[src/rtl/pfd_pkg.sv]
// Constants of the PLL feedback divider: register map, fields, resets.
// Assumes a 32-bit AHB-Lite slave port with word-aligned transfers.
//
// Overview of operation
// - Output is input over integer, edges aligned
// - Software loads division ratios at run time
// - Fixed prescaler precedes programmable counter; here P is set by software in the PRE register
// - Prescaler mode divides by P times N
// - Step size is reference times P over M
// - Swallow mode prescaler divides P or P+1
// - Programmable counter N plus swallow counter S
// - Swallow counting means prescaler divides P+1
// - Both count prescaler output; keep S below N
// - Swallow done switches prescaler to P
// - Swallow mode divides by P times N plus S
`default_nettype none

package pfd_pkg;
    // Decoded byte address bits
    localparam int unsigned PFD_AW = 8;
    // Widths of the ratio fields
    localparam int unsigned PFD_PW = 8;
    localparam int unsigned PFD_NW = 16;
    // Register byte offsets
    localparam logic [7:0] PFD_CTRL_OFF = 8'h00;
    localparam logic [7:0] PFD_PRE_OFF = 8'h04;
    localparam logic [7:0] PFD_NDIV_OFF = 8'h08;
    localparam logic [7:0] PFD_SDIV_OFF = 8'h0c;
    localparam logic [7:0] PFD_STAT_OFF = 8'h10;
    localparam logic [7:0] PFD_PER_OFF = 8'h14;
    // Control fields
    localparam int unsigned PFD_CTRL_EN = 0;
    localparam int unsigned PFD_CTRL_SW = 1;
    // Status fields
    localparam int unsigned PFD_ST_PLUS1 = 0;
    localparam int unsigned PFD_ST_RUN = 1;
    localparam int unsigned PFD_ST_CFGERR = 2;
    localparam int unsigned PFD_ST_NCNT = 16;
    // Reset values
    localparam logic [1:0] PFD_CTRL_RST = 2'h0;
    localparam logic [7:0] PFD_PRE_RST = 8'h02;
    localparam logic [15:0] PFD_NDIV_RST = 16'h01c7;
    localparam logic [15:0] PFD_SDIV_RST = 16'h0000;
    // AHB encodings
    localparam logic [2:0] PFD_HSIZE_WORD = 3'h2;
    localparam logic PFD_HRESP_OKAY = 1'b0;
endpackage

`default_nettype wire

[src/rtl/pfd_stepcnt.sv]
// Loadable event counter that wraps after a programmed ratio.
// Assumes step pulses are single cycles from the same clock domain.
`default_nettype none

module pfd_stepcnt #(
    parameter int unsigned W = 8
) (
    // Clock and reset
    input wire logic clk,
    input wire logic arst_n,
    // Control
    input wire logic restart,
    input wire logic step,
    input wire logic [W-1:0] ratio,
    // State
    output logic [W-1:0] count,
    output logic wrap
);
    // Current position within the ratio
    logic [W-1:0] cnt_q;
    // Last position, ratio zero behaves as one
    logic [W-1:0] last;

    assign last = (ratio == '0) ? '0 : ratio - W'(1);
    // Greater-or-equal so a shrinking ratio never locks the count
    assign wrap = step && (cnt_q >= last);
    assign count = cnt_q;

    // Count steps, return to zero on wrap or restart
    always_ff @(posedge clk or negedge arst_n)
    begin
        if (!arst_n)
            cnt_q <= '0;
        else if (restart || wrap)
            cnt_q <= '0;
        else if (step)
            cnt_q <= cnt_q + W'(1);
    end
endmodule

`default_nettype wire

[src/rtl/pfd_divider.sv]
// Feedback divider of a PLL synthesizer, with AHB-Lite registers.
// Assumes the oscillator signal is well below half the bus clock,
// so every rising edge is seen after the two-stage synchroniser.
`default_nettype none

module pfd_divider
    import pfd_pkg::*;
(
    // Clock and reset
    input wire logic clk,
    input wire logic arst_n,
    // AHB-Lite slave port
    input wire logic hsel,
    input wire logic [31:0] haddr,
    input wire logic [1:0] htrans,
    input wire logic hwrite,
    input wire logic [2:0] hsize,
    input wire logic [31:0] hwdata,
    input wire logic hready,
    output logic hreadyout,
    output logic hresp,
    output logic [31:0] hrdata,
    // Oscillator side
    input wire logic vco_in,
    // Detector side
    output logic fb_out,
    output logic mod_plus1
);
    // Synchroniser for the oscillator pin
    logic vco_s1_q;
    logic vco_s2_q;
    // Delayed copy for edge detection
    logic vco_s3_q;
    // One-cycle pulse per oscillator rising edge
    logic in_rise;

    // Software registers
    logic [1:0] ctrl_q;
    logic [PFD_PW-1:0] pre_q;
    logic [PFD_NW-1:0] ndiv_q;
    logic [PFD_NW-1:0] sdiv_q;
    logic cfgerr_q;
    logic [31:0] per_q;

    // Ratios in force for the current output period
    logic [PFD_PW-1:0] p_act_q;
    logic [PFD_NW-1:0] n_act_q;
    logic [PFD_NW-1:0] s_act_q;
    // Swallow counter still counting
    logic sw_run_q;
    // Divider running
    logic run_q;
    // Registered feedback output
    logic fb_q;

    // Bus data-phase state
    logic wr_pend_q;
    logic [PFD_AW-1:0] wr_addr_q;
    logic [31:0] hrdata_q;
    logic hready_q;

    // Prescaler ratio in force, P or P+1
    logic [PFD_PW:0] presc_ratio;
    // Prescaler output pulse, one per P or P+1 edges
    logic presc_tc;
    // Programmable counter wrap, ends an output period
    logic period_end;
    // Swallow counter reached S
    logic sw_done;
    // Take new ratios in this cycle
    logic load_act;
    // Live programmable count, shown in status
    logic [PFD_NW-1:0] n_cnt;

    // Address phase taken by this slave
    logic addr_ok;
    // Low address bits of the address phase
    logic [PFD_AW-1:0] rd_addr;
    // One write strobe per register, data phase
    logic wr_ctrl;
    logic wr_pre;
    logic wr_ndiv;
    logic wr_sdiv;
    logic wr_stat;
    logic wr_per;
    // Read data selected in the address phase
    logic [31:0] rd_mux;
    // Status word assembled from live flags
    logic [31:0] stat_word;

    // Configuration error candidates
    logic sw_mode_next;
    logic cfg_bad;

    // Two flops before anything reads the pin
    always_ff @(posedge clk or negedge arst_n)
    begin
        if (!arst_n)
        begin
            vco_s1_q <= 1'b0;
            vco_s2_q <= 1'b0;
            vco_s3_q <= 1'b0;
        end
        else
        begin
            // Stage one may go metastable; only stage two reads it
            vco_s1_q <= vco_in;
            vco_s2_q <= vco_s1_q;
            // Edge flop, fed from a clean stage
            vco_s3_q <= vco_s2_q;
        end
    end

    // Rising edge of the synchronised oscillator
    assign in_rise = vco_s2_q && !vco_s3_q;

    // Ratios are taken from the registers while idle and at each
    // period end, so a change never cuts a period short
    assign load_act = !run_q || period_end;

    // Prescaler ratio P, or P+1 while the swallow counter runs
    assign presc_ratio = {1'b0, p_act_q}
        + {{PFD_PW{1'b0}}, sw_run_q};

    // Prescaler: fast divider counting oscillator edges
    pfd_stepcnt #(
        .W(PFD_PW + 1)
    ) u_presc (
        .clk(clk),
        .arst_n(arst_n),
        .restart(!run_q),
        .step(run_q && in_rise),
        .ratio(presc_ratio),
        .count(),
        .wrap(presc_tc)
    );

    // Programmable counter N fed by the prescaler output
    pfd_stepcnt #(
        .W(PFD_NW)
    ) u_prog (
        .clk(clk),
        .arst_n(arst_n),
        .restart(!run_q),
        .step(presc_tc),
        .ratio(n_act_q),
        .count(n_cnt),
        .wrap(period_end)
    );

    // Swallow counter S counting the same prescaler output
    pfd_stepcnt #(
        .W(PFD_NW)
    ) u_swal (
        .clk(clk),
        .arst_n(arst_n),
        .restart(load_act),
        .step(presc_tc && sw_run_q),
        .ratio(s_act_q),
        .count(),
        .wrap(sw_done)
    );

    // Swallow mode bit that the next period will use
    assign sw_mode_next = ctrl_q[PFD_CTRL_SW];
    // S not below N breaks the swallow scheme
    assign cfg_bad = sw_mode_next && (sdiv_q >= ndiv_q);

    // Run flag follows the enable bit
    always_ff @(posedge clk or negedge arst_n)
    begin
        if (!arst_n)
            run_q <= 1'b0;
        else
            run_q <= ctrl_q[PFD_CTRL_EN];
    end

    // Latch ratios at period boundaries
    always_ff @(posedge clk or negedge arst_n)
    begin
        if (!arst_n)
        begin
            p_act_q <= PFD_PRE_RST;
            n_act_q <= PFD_NDIV_RST;
            s_act_q <= PFD_SDIV_RST;
        end
        else if (load_act)
        begin
            // New P and N hold for the whole next period
            p_act_q <= pre_q;
            n_act_q <= ndiv_q;
            // Prescaler mode ignores S entirely
            s_act_q <= sw_mode_next ? sdiv_q : '0;
        end
    end

    // Modulus control: plus-one from period start until S is done.
    // With S zero or in prescaler mode it stays at plain P, so the
    // whole ratio is P*N+S; each unit of S adds one input cycle.
    always_ff @(posedge clk or negedge arst_n)
    begin
        if (!arst_n)
            sw_run_q <= 1'b0;
        else if (load_act)
            sw_run_q <= sw_mode_next && (sdiv_q != '0);
        // S done: plain P for the rest of the period
        else if (sw_done)
            sw_run_q <= 1'b0;
    end

    // Output goes high on the input edge that ends a period and low
    // on the next input edge; both edges follow oscillator edges.
    // A total ratio of one therefore holds the output high.
    always_ff @(posedge clk or negedge arst_n)
    begin
        if (!arst_n)
            fb_q <= 1'b0;
        // Disabled: output parked low
        else if (!run_q)
            fb_q <= 1'b0;
        // Period end: output rises
        else if (period_end)
            fb_q <= 1'b1;
        // Next oscillator edge: output falls
        else if (in_rise)
            fb_q <= 1'b0;
    end

    // Bus address phase accepted
    assign addr_ok = hsel && hready && htrans[1];
    assign rd_addr = haddr[PFD_AW-1:0];

    // Capture a write for its data phase, whole words only
    always_ff @(posedge clk or negedge arst_n)
    begin
        if (!arst_n)
        begin
            wr_pend_q <= 1'b0;
            wr_addr_q <= '0;
        end
        else
        begin
            // Non-word writes are dropped here
            wr_pend_q <= addr_ok && hwrite && (hsize == PFD_HSIZE_WORD);
            // Address kept for the data phase
            wr_addr_q <= rd_addr;
        end
    end

    // Write strobes in the data phase
    assign wr_ctrl = wr_pend_q && (wr_addr_q == PFD_CTRL_OFF);
    assign wr_pre = wr_pend_q && (wr_addr_q == PFD_PRE_OFF);
    assign wr_ndiv = wr_pend_q && (wr_addr_q == PFD_NDIV_OFF);
    assign wr_sdiv = wr_pend_q && (wr_addr_q == PFD_SDIV_OFF);
    assign wr_stat = wr_pend_q && (wr_addr_q == PFD_STAT_OFF);
    assign wr_per = wr_pend_q && (wr_addr_q == PFD_PER_OFF);

    // Control and ratio registers
    always_ff @(posedge clk or negedge arst_n)
    begin
        if (!arst_n)
        begin
            ctrl_q <= PFD_CTRL_RST;
            pre_q <= PFD_PRE_RST;
            ndiv_q <= PFD_NDIV_RST;
            sdiv_q <= PFD_SDIV_RST;
        end
        else
        begin
            // Ratios land here; counters take them at a period end
            if (wr_ctrl)
                ctrl_q <= hwdata[1:0];
            if (wr_pre)
                pre_q <= hwdata[PFD_PW-1:0];
            if (wr_ndiv)
                ndiv_q <= hwdata[PFD_NW-1:0];
            if (wr_sdiv)
                sdiv_q <= hwdata[PFD_NW-1:0];
        end
    end

    // Sticky error: set when a bad swallow setup is taken,
    // write one to clear; a new error in the same cycle wins
    always_ff @(posedge clk or negedge arst_n)
    begin
        if (!arst_n)
            cfgerr_q <= 1'b0;
        else if (load_act && ctrl_q[PFD_CTRL_EN] && cfg_bad)
            cfgerr_q <= 1'b1;
        // Cleared by writing one to the error bit
        else if (wr_stat && hwdata[PFD_ST_CFGERR])
            cfgerr_q <= 1'b0;
    end

    // Output period counter; any write clears it, a count in the same cycle is kept as one
    always_ff @(posedge clk or negedge arst_n)
    begin
        if (!arst_n)
            per_q <= '0;
        else if (wr_per)
            per_q <= period_end ? 32'h0000_0001 : '0;
        // One per output period; wraps silently when full
        else if (period_end)
            per_q <= per_q + 32'h0000_0001;
    end

    // Status word
    assign stat_word = {n_cnt, 13'h0000, cfgerr_q, run_q, sw_run_q};

    // Read selection; unmapped offsets read zero
    assign rd_mux =
        (rd_addr == PFD_CTRL_OFF) ? {30'h0000_0000, ctrl_q} :
        (rd_addr == PFD_PRE_OFF) ? {24'h00_0000, pre_q} :
        (rd_addr == PFD_NDIV_OFF) ? {16'h0000, ndiv_q} :
        (rd_addr == PFD_SDIV_OFF) ? {16'h0000, sdiv_q} :
        (rd_addr == PFD_STAT_OFF) ? stat_word :
        (rd_addr == PFD_PER_OFF) ? per_q :
        32'h0000_0000;

    // Read data registered so it stands through the data phase
    always_ff @(posedge clk or negedge arst_n)
    begin
        if (!arst_n)
            hrdata_q <= '0;
        // Writes leave the last read data standing
        else if (addr_ok && !hwrite)
            hrdata_q <= rd_mux;
    end

    // Zero wait states: ready from a flop that resets low and goes high on the first clock after reset
    always_ff @(posedge clk or negedge arst_n)
    begin
        if (!arst_n)
            hready_q <= 1'b0;
        else
            // Never stretches a transfer
            hready_q <= 1'b1;
    end

    // Port drivers, all from flops except hresp, which is tied to okay
    assign hrdata = hrdata_q;
    assign hreadyout = hready_q;
    assign hresp = PFD_HRESP_OKAY;
    assign fb_out = fb_q;
    assign mod_plus1 = sw_run_q;
endmodule

`default_nettype wire

[config.mk]
export PLATFORM = sky130hd
export DESIGN_NAME = pfd_divider
export DESIGN_NICKNAME = d
export VERILOG_FILES = /design/src/rtl/pfd_pkg.sv /design/src/rtl/pfd_stepcnt.sv /design/src/rtl/pfd_divider.sv
export SDC_FILE = /design/constraint.sdc
export NUM_CORES = 1
export LEC_CHECK = 0
export BUFFER_PORTS_ARGS = -buffer_cell sky130_fd_sc_hd__buf_2
export CORE_ASPECT_RATIO = 1.4
export CORE_UTILIZATION = 50
export DETAILED_ROUTE_END_ITERATION = 7
export MAX_ROUTING_LAYER = met4
export PLACE_DENSITY_LB_ADDON = 0.2
export SYNTH_ARGS = -nofsm -noshare
export SYNTH_HDL_FRONTEND = slang
export SYNTH_HIERARCHICAL = 1
export SYNTH_SLANG_ARGS = --single-unit
[constraint.sdc]
create_clock -name clk -period 8.3 [get_ports clk]
set_input_delay 1.245 -clock clk [delete_from_list [all_inputs] [get_ports clk]]
set_output_delay 1.245 -clock clk [all_outputs]
set_load 0.01 [all_outputs]
---- After elaboration in Yosys (flattened, before gate mapping) ----
Index checks and enable logic that the tools add are counted.
operators by class
  add/sub/neg operators ................... 8
  $mul .................................... 0
  divide/modulo/power cells ............... 0
  $lt $le $gt $ge ......................... 4
  equal/unequal tests ..................... 12
  shift operators ......................... 0
  muxes and demuxes ....................... 26
  bitwise gates (word level) .............. 0
  reductions and logical operators ........ 40
operators with widths
  kind                     number
  $mux W32                 8
  $mux W16                 7
  $ge A16 B16 Y1           3
  $add A16 B1 Y16 const B  2
  $add A32 B1 Y32 const B  1
  $eq A8 B4 Y1 const B     4
  $eq A8 B5 Y1 const B     4
  $logic_not A16 Y1        2
  $sub A16 B1 Y16 const B  2
  $mux W9                  3
  $logic_and A1 B1 Y1      22
  $eq A8 B3 Y1 const B     2
  $logic_not A8 Y1         2
  $reduce_bool A16 Y1      1
  $reduce_bool A2 Y1       6
  $add A8 B1 Y9            1
  $add A9 B1 Y9 const B    1
  $ge A9 B9 Y1             1
  $logic_not A9 Y1         1
  $sub A9 B1 Y9 const B    1
  $mux W1                  8
  $eq A3 B2 Y1 const B     1
  $logic_not A1 Y1         3
  $logic_or A1 B1 Y1       3
  $ne A3 B2 Y1 const B     1
storage, ports and cells
  register bits after elaboration ......... 204
  bits in latches ......................... 0
  memory bits (writable) .................. 0
  ROM bits ................................ 0
  input bits .............................. 75
  output and inout port bits .............. 36
  logic and storage cells ................. 112
  memories kept ........................... 0

---- Logic depth before layout (Yosys ltp) ----
Gate-level depths: netlist of the first run.
  depth after elaboration ................. 10
  mapped depth ............................ 29
  depth with buffers taken out ............ 23

---- Cells and area by module ----
The synthesis of the first run kept the hierarchy.
modules (own cells, without submodules)
  module                 instances  cells an instance  area an instance (um^2)  sequential area each (um^2)
  pfd_divider            1          755                7800.0                   4096.4
  pfd_stepcnt (u_prog)   1          182                1540.2                   400.4
  pfd_stepcnt (u_swal)   1          181                1496.4                   400.4
  pfd_stepcnt (u_presc)  1          100                824.5                    225.2

---- Least setup slack after synthesis of the first run ----
OpenSTA, ideal clock, no wires.
  path kind ............................... reg2reg
  start point ............................. register sw_run_q, in the netlist mod_plus1
  end point ............................... register u_swal.cnt_q[12], in the netlist u_swal/count[12]
  setup time .............................. 86 ps
  arrival ................................. 6331 ps
  required time ........................... 8214 ps
  path slack .............................. 1883 ps
  cell stages (with the launch flop) ...... 30
  path buffers ............................ 6
  period minus slack after synthesis ...... 6417 ps
  cell sequence ........................... dfrtp_1 > ha_1 > ha_1 > nand3_1 > xnor2_1 > or3_1 > or3_1 > or3b_1 > or2_1 > buf_6 > and2_4 > ha_1 > nor2b_1 > o21ai_0 > a22oi_1 > a21boi_1 > inv_1 > a31oi_2 > buf_2 > buf_4 > nor2_1 > inv_1 > clkbuf_1 > clkbuf_1 > clkbuf_1 > o211a_1 > nor2b_1 > nand4_1 > xor2_1 > nor3_1
on the way
  word-level cells in the longest chain between the ends .. 9
  elaborated cells on any way between the ends .. 13
  those cells by class .................... add/sub: 2; order compare: 1; mux: 2; reduce/logical: 8
ends and longest elaborated chain
  item                                                      line                text
  start: declaration                                        pfd_divider.sv:50   logic sw_run_q;
  start signal: assignment                                  pfd_divider.sv:205  sw_run_q <= sw_mode_next && (sdiv_q != '0);
  $add A8 B1 Y9 *                                           pfd_divider.sv:123  + {{PFD_PW{1'b0}}, sw_run_q};
  named net presc_ratio[4]                                  pfd_divider.sv:63   logic [PFD_PW:0] presc_ratio;
  $sub A9 B1 Y9 / $logic_not A9 Y1 (equally long branches)  pfd_stepcnt.sv:24   assign last = (ratio == '0) ? '0 : ratio - W'(1);
  $mux W9 *                                                 pfd_stepcnt.sv:24
  $ge A9 B9 Y1 *                                            pfd_stepcnt.sv:26   assign wrap = step && (cnt_q >= last);
  $logic_and A1 B1 Y1 *                                     pfd_stepcnt.sv:26
  named net presc_tc                                        pfd_divider.sv:65   logic presc_tc;
  $logic_and A1 B1 Y1 *                                     pfd_stepcnt.sv:26
  named net period_end                                      pfd_divider.sv:67   logic period_end;
  $logic_or A1 B1 Y1 *                                      pfd_divider.sv:119  assign load_act = !run_q || period_end;
  named net load_act                                        pfd_divider.sv:71   logic load_act;
  $logic_or A1 B1 Y1 *                                      pfd_stepcnt.sv:34   else if (restart || wrap)
  $mux W16 / $reduce_bool A2 Y1 (equally long branches)     n/a
  end signal: assignment                                    pfd_stepcnt.sv:37   cnt_q <= cnt_q + W'(1);
  end: declaration                                          pfd_stepcnt.sv:20   logic [W-1:0] cnt_q;
The timed path passes the listed nets; every way through them passes the cells marked *.
A chain may end at the register's enable or synchronous reset.

---- Final worst setup path of the first run ----
  start point ............................. register sw_run_q, in the netlist mod_plus1
  end point ............................... register per_q[28]
on the way
  word-level cells in the longest chain between the ends .. 7
  elaborated cells on any way between the ends .. 8
  those cells by class .................... add/sub: 2; order compare: 1; mux: 1; reduce/logical: 4
ends and longest elaborated chain
  item                                                      line                text
  $add A8 B1 Y9 *                                           pfd_divider.sv:123
  named net presc_ratio[4]                                  pfd_divider.sv:63
  $sub A9 B1 Y9 / $logic_not A9 Y1 (equally long branches)  pfd_stepcnt.sv:24
  $mux W9 *                                                 pfd_stepcnt.sv:24
  $ge A9 B9 Y1 *                                            pfd_stepcnt.sv:26
  $logic_and A1 B1 Y1 *                                     pfd_stepcnt.sv:26
  named net presc_tc                                        pfd_divider.sv:65
  $logic_and A1 B1 Y1 *                                     pfd_stepcnt.sv:26
  named net period_end                                      pfd_divider.sv:67
  $reduce_bool A2 Y1 (no line) *                            n/a
  end signal: assignment                                    pfd_divider.sv:301  per_q <= period_end ? 32'h0000_0001 : '0;
  end signal: assignment                                    pfd_divider.sv:304  per_q <= per_q + 32'h0000_0001;
  end: declaration                                          pfd_divider.sv:43   logic [31:0] per_q;
Marked as above.

==> out/results.ini, run 1 <==
[worst_setup_path]
worstSetupEndpointType=flip-flop
path_max_fanout=20
crit_type=flip-flop to flip-flop
cp-start-kind=flip-flop
r2r_slack_ns=1.92
required_ns=8.69
critical_path_arrival_ns=6.77

[global_routing]
overflow=0
grt_pass1_wl_um=46700
grtUsageTotal=0.257
grt_pass1_vias=9134
antenna_found_initial=0
grt_max_degree=87

[finish]
area_growth_pct=10.5
fillers=1963
nNetsFinal=1407
seqCellArea_um2=5120
final_layout_size_suffix_gt1_frac=0.146
multiInputGateArea_um2=6120
final_area_um2=12900
antenna_cells=0

[timing]
postLayoutSetupSlackWorst_ns=1.92
fin_skew_ns=0.0166
slew_violations=0
rsz0062_at_grt=no
hold_ws_ns=0.356
setup_viol=0
slew-limit-headroom=0.236
timing.final.crit_share=0.769
fin_crit_ns=6.38
clock.fmax_mhz=157
tns_ns=0
hold_viol=0
worst_pin_slew_ns=1.13

[clock_network]
clock_latency_ns=0.52
clock_path_buffers=3
cts-root-buf=clkbuf_16
post_cts_buffers=0
cts_tree=built
path_clk_slew_ns=0.06
cts_inserted_buffers=23
htreeDepth=1
cts.hold.buffers_added=0
clock-sinks=204
post_cts_resized=0

[logic_synthesis]
yosys.area.top_type=dfrtp_1
synth_warnings=6
yosysMostFrequentCell=nand2_1
syn_inst=1218
async_flop_share=1.00
synth-main-ff-cell=dfrtp_1
synth_seq_area_share=0.439
synth_area_leaders=dfrtp_1, ha_1, nand2_1, mux2_2, dfstp_2
netlist-cell-type-count=83
yosysTopAreaCellShare=0.408
synth-edff-count=0
synth_common_cells=nand2_1, dfrtp_1, ha_1, o21ai_0, nor3_1
syn-cell-area_um2=11700
ys_ff_latch=204
synthesis.nets=1361
synth_area_per_cell_um2=9.57

[power_and_ir_drop]
p_int_uw=1580
finalPower_uw=2050
switching_power_uw=471
p_leak_uw=0.00572
powerDensity_nw_per_um2=159
p_comb_frac=0.043
power.share.sequential=0.494
power.share.clock=0.463
max-vdd-ir-drop_uv=168
swShare=0.229

[die]
rows=65
die_w_um=131
design.core.area_um2=22700
ios=111
fp.dieArea_um2=23900
die_h_um=183
initial_core_util=0.514

[placement]
finalWeightedCongestion=0.885
pre_cts_slack_ns=1.89
portBuffers=68
place_hpwl_um=20400
placed_area_um2=12200

[status]
status=complete, no violations

[drt]
postRouteWirelength_um=28300
vias=9134
ant_nets=0
drc=0
vias_per_cell=5.77
wire_per_inst_um=17.9
first_pass_iters=5
drtIter0Drc=491

[min_path]
hold_path.class=flip-flop to flip-flop

[flow_run]
max_cap_violations=0

sequential cells by signal (all words and copies together) (netlist names), 2 cells and up:
register / flops
u_prog/count: 16
u_swal/count: 16
pre_q: 8
sdiv_q: 16
ctrl_q: 2
wr_addr_q: 8
hrdata: 32
s_act_q: 16
n_act_q: 16
p_act_q: 8
u_presc/count: 9
ndiv_q: 16
per_q: 32
path summary, 6_finish.rpt:
check | start | end | depth (start not counted)
setup reg to reg | mod_plus1$_DFFE_PN0P_ | per_q[28]$_DFFE_PN0P_ | 21
min in group asynchronous | arst_n | u_swal/count[3]$_DFFE_PN0P_ | 1
hold reg to reg | vco_s1_q$_DFF_PN0_ | vco_s2_q$_DFF_PN0_ | 0
setup / recovery | mod_plus1$_DFFE_PN0P_ | per_q[28]$_DFFE_PN0P_ | 21
max in group asynchronous | arst_n | u_prog/count[13]$_DFFE_PN0P_ | 2
hold / removal | vco_s1_q$_DFF_PN0_ | vco_s2_q$_DFF_PN0_ | 0
area by class of cell:
type,count,area share
Clock buffer,36,0.0516
Sequential cell,204,0.398
Multi-Input combinational cell,917,0.475
Clock inverter,6,0.00262
Timing Repair Buffer,75,0.0312
Tap cell,301,0.0292
Inverter,43,0.0125
cells by family after synthesis:
family	Yosys count	synth area share
xor gates and xnor gates	79	0.0593
other	2	0.000644
adders and majority gates	68	0.0730
muxes	63	0.0586
AOI/OAI and AO/OA	191	0.108
and+or+nand+nor	514	0.225
buffers and inverters	97	0.0363
DFF	204	0.439
metal layers:
layer	global-route usage	wire (um)
met2	0.448	14800
met1	0.306	11800
met3	0.0267	1020
met5	-	0
met4	0.0828	758
metrics by stage:
stage          utilization  std cells
2_1_floorplan            -       1218
3_3_place_gp         0.537       1540
3_5_place_dp         0.537       1540
4_1_cts              0.568       1582
5_1_grt              0.568       1582
6_report             0.568       1582
power by group through the flow:
stage | logic, uW | registers, uW | clock network (uW)
6_report | 88.3 | 1010 | 951
5_1_grt | 99.8 | 1010 | 1010
4_1_cts | 89.7 | 1010 | 975
3_5_place_dp | 89.1 | 1030 | 0
3_3_place_gp | 87.7 | 1030 | 0
2_1_floorplan | 43.9 | 1030 | 0
worst max-delay path, stage by stage, from the launching register on:
cell,delay [ns]
dfrtp_1,0.52
ha_1,0.25
ha_1,0.19
nand3_1,0.12
xnor2_1,0.18
or3_1,0.41
or3_1,0.33
or3b_1,0.37
or2_1,0.31
and2_4,0.19
ha_1,0.26
nor2b_1,0.04
o21ai_0,0.19
a22oi_1,0.17
a21boi_1,0.28
inv_1,0.10
a31oi_2,0.37
buf_4,0.37
nand3_2,0.19
nor4b_1,1.01
nand4_1,0.23
mux2i_1,0.17
layout by cell type (no fill, tap or decap), types with 10 or more instances in the layout:
cell and instances:
a21oi_1 41, a22oi_1 23, and3_1 10, buf_2 67
clkbuf_16 23, dfrtp_1 190, dfstp_2 14, ha_1 68
inv_1 43, mux2_2 40, mux2i_1 21, nand2_1 206
nand2b_1 19, nand3_1 43, nand4_1 28, nor2_1 50
nor3_1 55, nor4_1 19, o21ai_0 58, o31ai_1 14
or3_1 12, or4_1 12, xnor2_1 39, xor2_1 40
Note: power is estimated with default switching activity, not from simulation.
==> run 2: changes to the inputs <==
- ABC_AREA: default -> 1
- clock period: 8.3 -> 5.7 ns (I/O delays scaled with it)
==> run 2 against run 1 <==
Via count grew 21%. Synthesized cell count grew 38%. Clock power grew 50%. Non-clock buffer count grew 1. Critical path type unchanged. Flip-flop and latch count is the same. Combinational power grew to 4.8 times the previous value.
==> out/results.ini, run 2 <==
[clock_network]
path_clk_slew_ns=0.07  ; about the same
clock-sinks=204  ; unchanged
clock_latency_ns=0.50  ; -0.02 ns
cts.hold.buffers_added=0  ; unchanged
post_cts_resized=0  ; unchanged
htreeDepth=1  ; unchanged
clock_path_buffers=3  ; unchanged
post_cts_buffers=0  ; unchanged
cts-root-buf=clkbuf_16
cts_inserted_buffers=21  ; -8.7%
cts_tree=built

[drt]
ant_nets=0  ; unchanged
first_pass_iters=6  ; +1
met2_length_um=16500  ; +11%
routed.top_layer=met4
wire_per_inst_um=15.5  ; -13%
vias=11000  ; +21%
wl_met3_um=1070  ; +5.3%
met1_length_um=13300  ; +13%
vias_per_cell=5.30  ; -8.1%
postRouteWirelength_um=32300  ; +14%
drc=0  ; unchanged
drtIter0Drc=485  ; -1.2%

[worst_setup_path]
reg2reg_from=mod_plus1$_DFFE_PN0P_
path_max_fanout=54  ; +170%
required_ns=6.09  ; -2.60 ns
worstSetupEndpointType=flip-flop
cpMaxStageDelayCell=buf_4
critical_path_arrival_ns=5.44  ; -1.33 ns
timing.critical_path.mode_cell=nand2_1
crit_path_start=mod_plus1$_DFFE_PN0P_
cp-start-kind=flip-flop
crit_type=flip-flop to flip-flop
cpPeakStageDelay_ns=0.43  ; -0.58 ns

[placement]
place_hpwl_um=24400  ; +20%
pre_cts_slack_ns=0.669  ; -1.22 ns
portBuffers=68  ; unchanged
finalWeightedCongestion=0.935  ; +5.7%
placed_area_um2=13300  ; +8.7%

[die]
die_h_um=190  ; +4.2%
ios=111  ; unchanged
initial_core_util=0.511  ; -0.00250
fp.dieArea_um2=26000  ; +8.5%
die_w_um=136  ; +4.1%
design.core.area_um2=24800  ; +9.1%
rows=68  ; +4.6%

[finish]
nNetsFinal=1892  ; +34%
layout_common_cells=nand2_1, inv_1, dfrtp_1, nor2_1
final_area_um2=13900  ; +8.3%
final_common_cell=nand2_1
fillers=2331  ; +19%
utilization=0.563  ; -0.00443
area_growth_pct=10.2
antenna_cells=0  ; unchanged
final_layout_size_suffix_gt1_frac=0.128  ; -0.0177

[flow_run]
max_cap_violations=0  ; unchanged

[timing]
worst_pin_slew_ns=0.978  ; -0.152 ns
slew_violations=0  ; unchanged
timing.final.crit_share=0.887  ; +0.118
tns_ns=0  ; unchanged
rsz0062_at_grt=no
postLayoutSetupSlackWorst_ns=0.646  ; -1.27 ns
clock.fmax_mhz=198  ; +26%
slew-limit-headroom=0.348  ; +0.112
fin_skew_ns=0.0101  ; -0.00649 ns
setup_viol=0  ; unchanged
fin_crit_ns=5.05  ; -1.33 ns
hold_viol=0  ; unchanged

[global_routing]
grtUsageTotal=0.266  ; +0.00940
antenna_found_initial=0  ; unchanged
grt_pass1_vias=10700  ; +17%
grt_max_degree=121  ; +39%
overflow=0  ; unchanged
grt_pass1_wl_um=52900  ; +13%

[power_and_ir_drop]
powerDensity_nw_per_um2=244  ; +53%
max-vdd-ir-drop_uv=220  ; +30%
p_leak_uw=0.00756  ; +32%

[min_path]
min_from=vco_s1_q$_DFF_PN0_
hold_path.class=flip-flop to flip-flop

[logic_synthesis]
yosys.area.top_type=dfrtp_1
syn-cell-area_um2=12700  ; +8.6%
synth-edff-count=0  ; unchanged
synth_warnings=6  ; unchanged
netlist-cell-type-count=51  ; -39%
async_flop_share=1.00  ; unchanged
synthesis.nets=1829  ; +34%
synth_area_leaders=dfrtp_1, nand2_1, ha_1, inv_1, nor2_1
yosysMostFrequentCell=nand2_1
synth-main-ff-cell=dfrtp_1
synth_seq_area_share=0.405  ; -0.0347
syn_inst=1686  ; +38%
yosysTopAreaCellShare=0.375  ; -0.0322
synth_common_cells=nand2_1, inv_1, dfrtp_1, nor2_1
synth_area_per_cell_um2=7.51  ; -22%
ys_ff_latch=204  ; unchanged

[status]
status=complete, no violations

-- run 2: area by class of cell --
class | count | area, um^2 | area share
multi-input cells | 1228 | 6510 | 0.466
flip-flops and latches | 204 | 5120 | 0.367
inverters | 218 | 818 | 0.0587
clock buffers | 25 | 561 | 0.0402
repair buffers | 76 | 409 | 0.0293
well taps | 315 | 394 | 0.0283
clock inverters | 11 | 138 | 0.00987
-- run 2: final timing paths --
path / to / slack (ns) / depth (start not counted)
worst min-delay path: vco_s2_q$_DFF_PN0_ / 0.35 / 0
worst min register to register: vco_s2_q$_DFF_PN0_ / 0.35 / 0
worst max register to register: cfgerr_q$_DFFE_PN0P_ / 0.65 / 28
worst max-delay path: cfgerr_q$_DFFE_PN0P_ / 0.65 / 28
min in group asynchronous: u_presc/count[7]$_DFFE_PN0P_ / 0.46 / 1
max in group asynchronous: u_prog/count[12]$_DFFE_PN0P_ / 3.89 / 2
-- run 2: kinds of logic (layout without fill, tap and decap cells) --
logic type / Yosys count / after routing / share of synthesized area
simple gates: 906 / 906 / 0.323
buf+inv: 254 / 330 / 0.0816
compound gates: 206 / 206 / 0.0914
flops: 204 / 204 / 0.405
fa+ha+maj: 68 / 68 / 0.0672
xor+xnor: 46 / 46 / 0.0318
other cells: 2 / 2 / 0.000593
-- run 2: through the flow --
step | hold slack, ns | power (uW) | std cells
4_1_cts | 0.360 | 3430 | 2077
3_3_place_gp | 0.332 | 1990 | 2041
5_1_grt | 0.367 | 3550 | 2077
6_report | 0.352 | 3400 | 2077
2_1_floorplan | 0.331 | 1870 | 1686
3_5_place_dp | 0.340 | 2000 | 2041
-- run 2: power by group --
part	switching [uW]	internal, uW
sequential	55.1	1500
clock	591	838
combinational	262	157
total	909	2490
-- run 2: per-layer routing --
layer / vias up / GRT usage
met4: 0 / 0.120
met2: 214 / 0.462
met1: 5208 / 0.310
met3: 79 / 0.0237
li1: 5514 / -
met5: - / -
-- run 2: worst max-delay path: cells and delay by family, from the launching register on --
kind,cells,cell delay [ns]
flops,1,0.38
buf+inv,7,1.59
simple gates,16,2.01
fa+ha+maj,3,0.65
compound gates,1,0.14
xor+xnor,1,0.15
==> run 3: changes to the inputs <==
- CAP_MARGIN: default -> 20
- SKIP_CTS_REPAIR_TIMING: default -> 1
- clock period: 5.7 -> 6.1 ns (I/O delays scaled with it)
==> run 3 against run 2 <==
Power decreased by 5.2%. Critical endpoint is now u_swal/count[6]$_DFFE_PN0P_. Highest routed layer unchanged. Routed wire length rose by 0.15%. Maximum frequency down 1.7%. Via count about the same. Combinational power down 8.3%. The run now ends with design-rule violations left.
==> out/results.ini, run 3 (synthesis gave the netlist of run 2 again) <==
[die]
ios=111  ; unchanged
design.core.area_um2=24800  ; unchanged
initial_core_util=0.511  ; unchanged
rows=68  ; unchanged
fp.dieArea_um2=26000  ; unchanged
die_h_um=190  ; unchanged
die_w_um=136  ; unchanged

[timing]
setup_viol=0  ; unchanged
rsz0062_at_grt=no
hold_viol=0  ; unchanged
fin_skew_ns=0.0112  ; +0.00115 ns
fin_crit_ns=5.14  ; +0.0889 ns
clock.fmax_mhz=194  ; -1.7%
postLayoutSetupSlackWorst_ns=0.957  ; +0.311 ns
timing.final.crit_share=0.843  ; -0.0436
worst_pin_slew_ns=1.03  ; +0.0527 ns
slew-limit-headroom=0.312  ; -0.0359
tns_ns=0  ; unchanged
slew_violations=0  ; unchanged

[finish]
antenna_cells=0  ; unchanged
area_growth_pct=10.3
fillers=2320  ; -0.47%
seqCellArea_um2=5120  ; unchanged
layout_common_cells=nand2_1, inv_1, dfrtp_1, nor2_1
multiInputGateArea_um2=6510  ; unchanged
nNetsFinal=1889  ; -0.16%
final_layout_size_suffix_gt1_frac=0.127  ; -0.00163
final_common_cell=nand2_1

[drt]
first_pass_iters=8  ; +2
vias_per_cell=5.30  ; about the same
wire_per_inst_um=15.6  ; +0.20%
drc=3  ; +3
drtIter0Drc=640  ; +32%
postRouteWirelength_um=32300  ; +0.15%
vias=11000  ; -0.045%
ant_nets=0  ; unchanged

[clock_network]
cts_inserted_buffers=21  ; unchanged
clock_path_buffers=3  ; unchanged
clock-sinks=204  ; unchanged
path_clk_slew_ns=0.06  ; about the same
htreeDepth=1  ; unchanged
cts_tree=built
cts-root-buf=clkbuf_16
clock_latency_ns=0.51  ; about the same

[worst_setup_path]
path_max_fanout=16  ; -70%
crit_type=flip-flop to flip-flop
critical_path_arrival_ns=5.52  ; +0.08 ns
cpMaxStageDelayCell=dfrtp_1
worstSetupEndpointType=flip-flop
cp-start-kind=flip-flop
required_ns=6.48  ; +0.39 ns
cpPeakStageDelay_ns=0.49  ; +0.06 ns
timing.critical_path.mode_cell=inv_1

[status]
violations=design-rule violations
status=finished, violations left

[power_and_ir_drop]
powerDensity_nw_per_um2=231  ; -5.4%
p_leak_uw=0.00754  ; -0.23%
max-vdd-ir-drop_uv=200  ; -9.1%

[global_routing]
antenna_found_initial=0  ; unchanged
overflow=0  ; unchanged
grtUsageTotal=0.270  ; +0.00431
grt_pass1_vias=10700  ; +0.17%
grt_max_degree=75  ; -38%
grt_pass1_wl_um=53600  ; +1.2%

[placement]
pre_cts_slack_ns=0.900  ; +0.231 ns
finalWeightedCongestion=0.907  ; -2.9%
place_hpwl_um=24400  ; about the same
portBuffers=68  ; unchanged

[min_path]
hold_path.class=flip-flop to flip-flop

[flow_run]
max_cap_violations=0  ; unchanged

run 3: area by class of cell:
type / count / share of cell area
Clock inverter: 8 / 0.00923
Sequential cell: 204 / 0.367
Tap cell: 315 / 0.0282
Multi-Input combinational cell: 1228 / 0.466
Clock buffer: 30 / 0.0436
Inverter: 218 / 0.0586
Timing Repair Buffer: 73 / 0.0277
run 3: final timing paths:
| check | cells past startpoint | end | slack [ns] | startpoint |
|---|---|---|---|---|
| max | 29 | u_swal/count[6]$_DFFE_PN0P_ | 0.96 | mod_plus1$_DFFE_PN0P_ |
| min | 0 | vco_s2_q$_DFF_PN0_ | 0.36 | vco_s1_q$_DFF_PN0_ |
| max reg2reg | 29 | u_swal/count[6]$_DFFE_PN0P_ | 0.96 | mod_plus1$_DFFE_PN0P_ |
| min reg2reg | 0 | vco_s2_q$_DFF_PN0_ | 0.36 | vco_s1_q$_DFF_PN0_ |
| max in group asynchronous | 2 | sdiv_q[9]$_DFFE_PN0P_ | 4.34 | arst_n |
| min in group asynchronous | 1 | u_presc/count[7]$_DFFE_PN0P_ | 0.39 | arst_n |
run 3: metrics by stage:
stage / instances / power (uW) / instance area (um^2) / hold slack (ns) / util
detailed placement: 2038 / 1860 / 13200 / 0.349 / 0.534
global route: 2076 / 3370 / 14000 / 0.375 / 0.564
floorplan: 1686 / 1750 / 12700 / 0.331 / -
finish: 2076 / 3220 / 14000 / 0.356 / 0.564
CTS: 2076 / 3260 / 14000 / 0.363 / 0.564
global placement: 2038 / 1850 / 13200 / 0.333 / 0.534
run 3: routing by layer:
layer | share of wire | GRT usage | up-vias
li1 | - | - | 5515
met1 | 0.41 | 0.314 | 5180
met2 | 0.50 | 0.467 | 236
met3 | 0.037 | 0.0298 | 79
met4 | 0.046 | 0.118 | 0
met5 | 0 | - | -
run 3: worst max-delay path: cells and delay by family, from the launching register on:
family | cells | cell delay (ns)
AO/OA/AOI/OAI | 1 | 0.14
XOR/XNOR | 2 | 0.29
adder cells (fa/ha/maj) | 3 | 0.60
buffers and inverters | 7 | 1.45
flip-flops | 1 | 0.49
AND/OR/NAND/NOR | 16 | 2.04
run 3: power by group:
part           internal, uW  leakage, uW  switching (uW)
combinational           145      0.00479             240
clock                   826     0.000347             559
sequential             1400      0.00240            53.9
total                  2370      0.00754             853
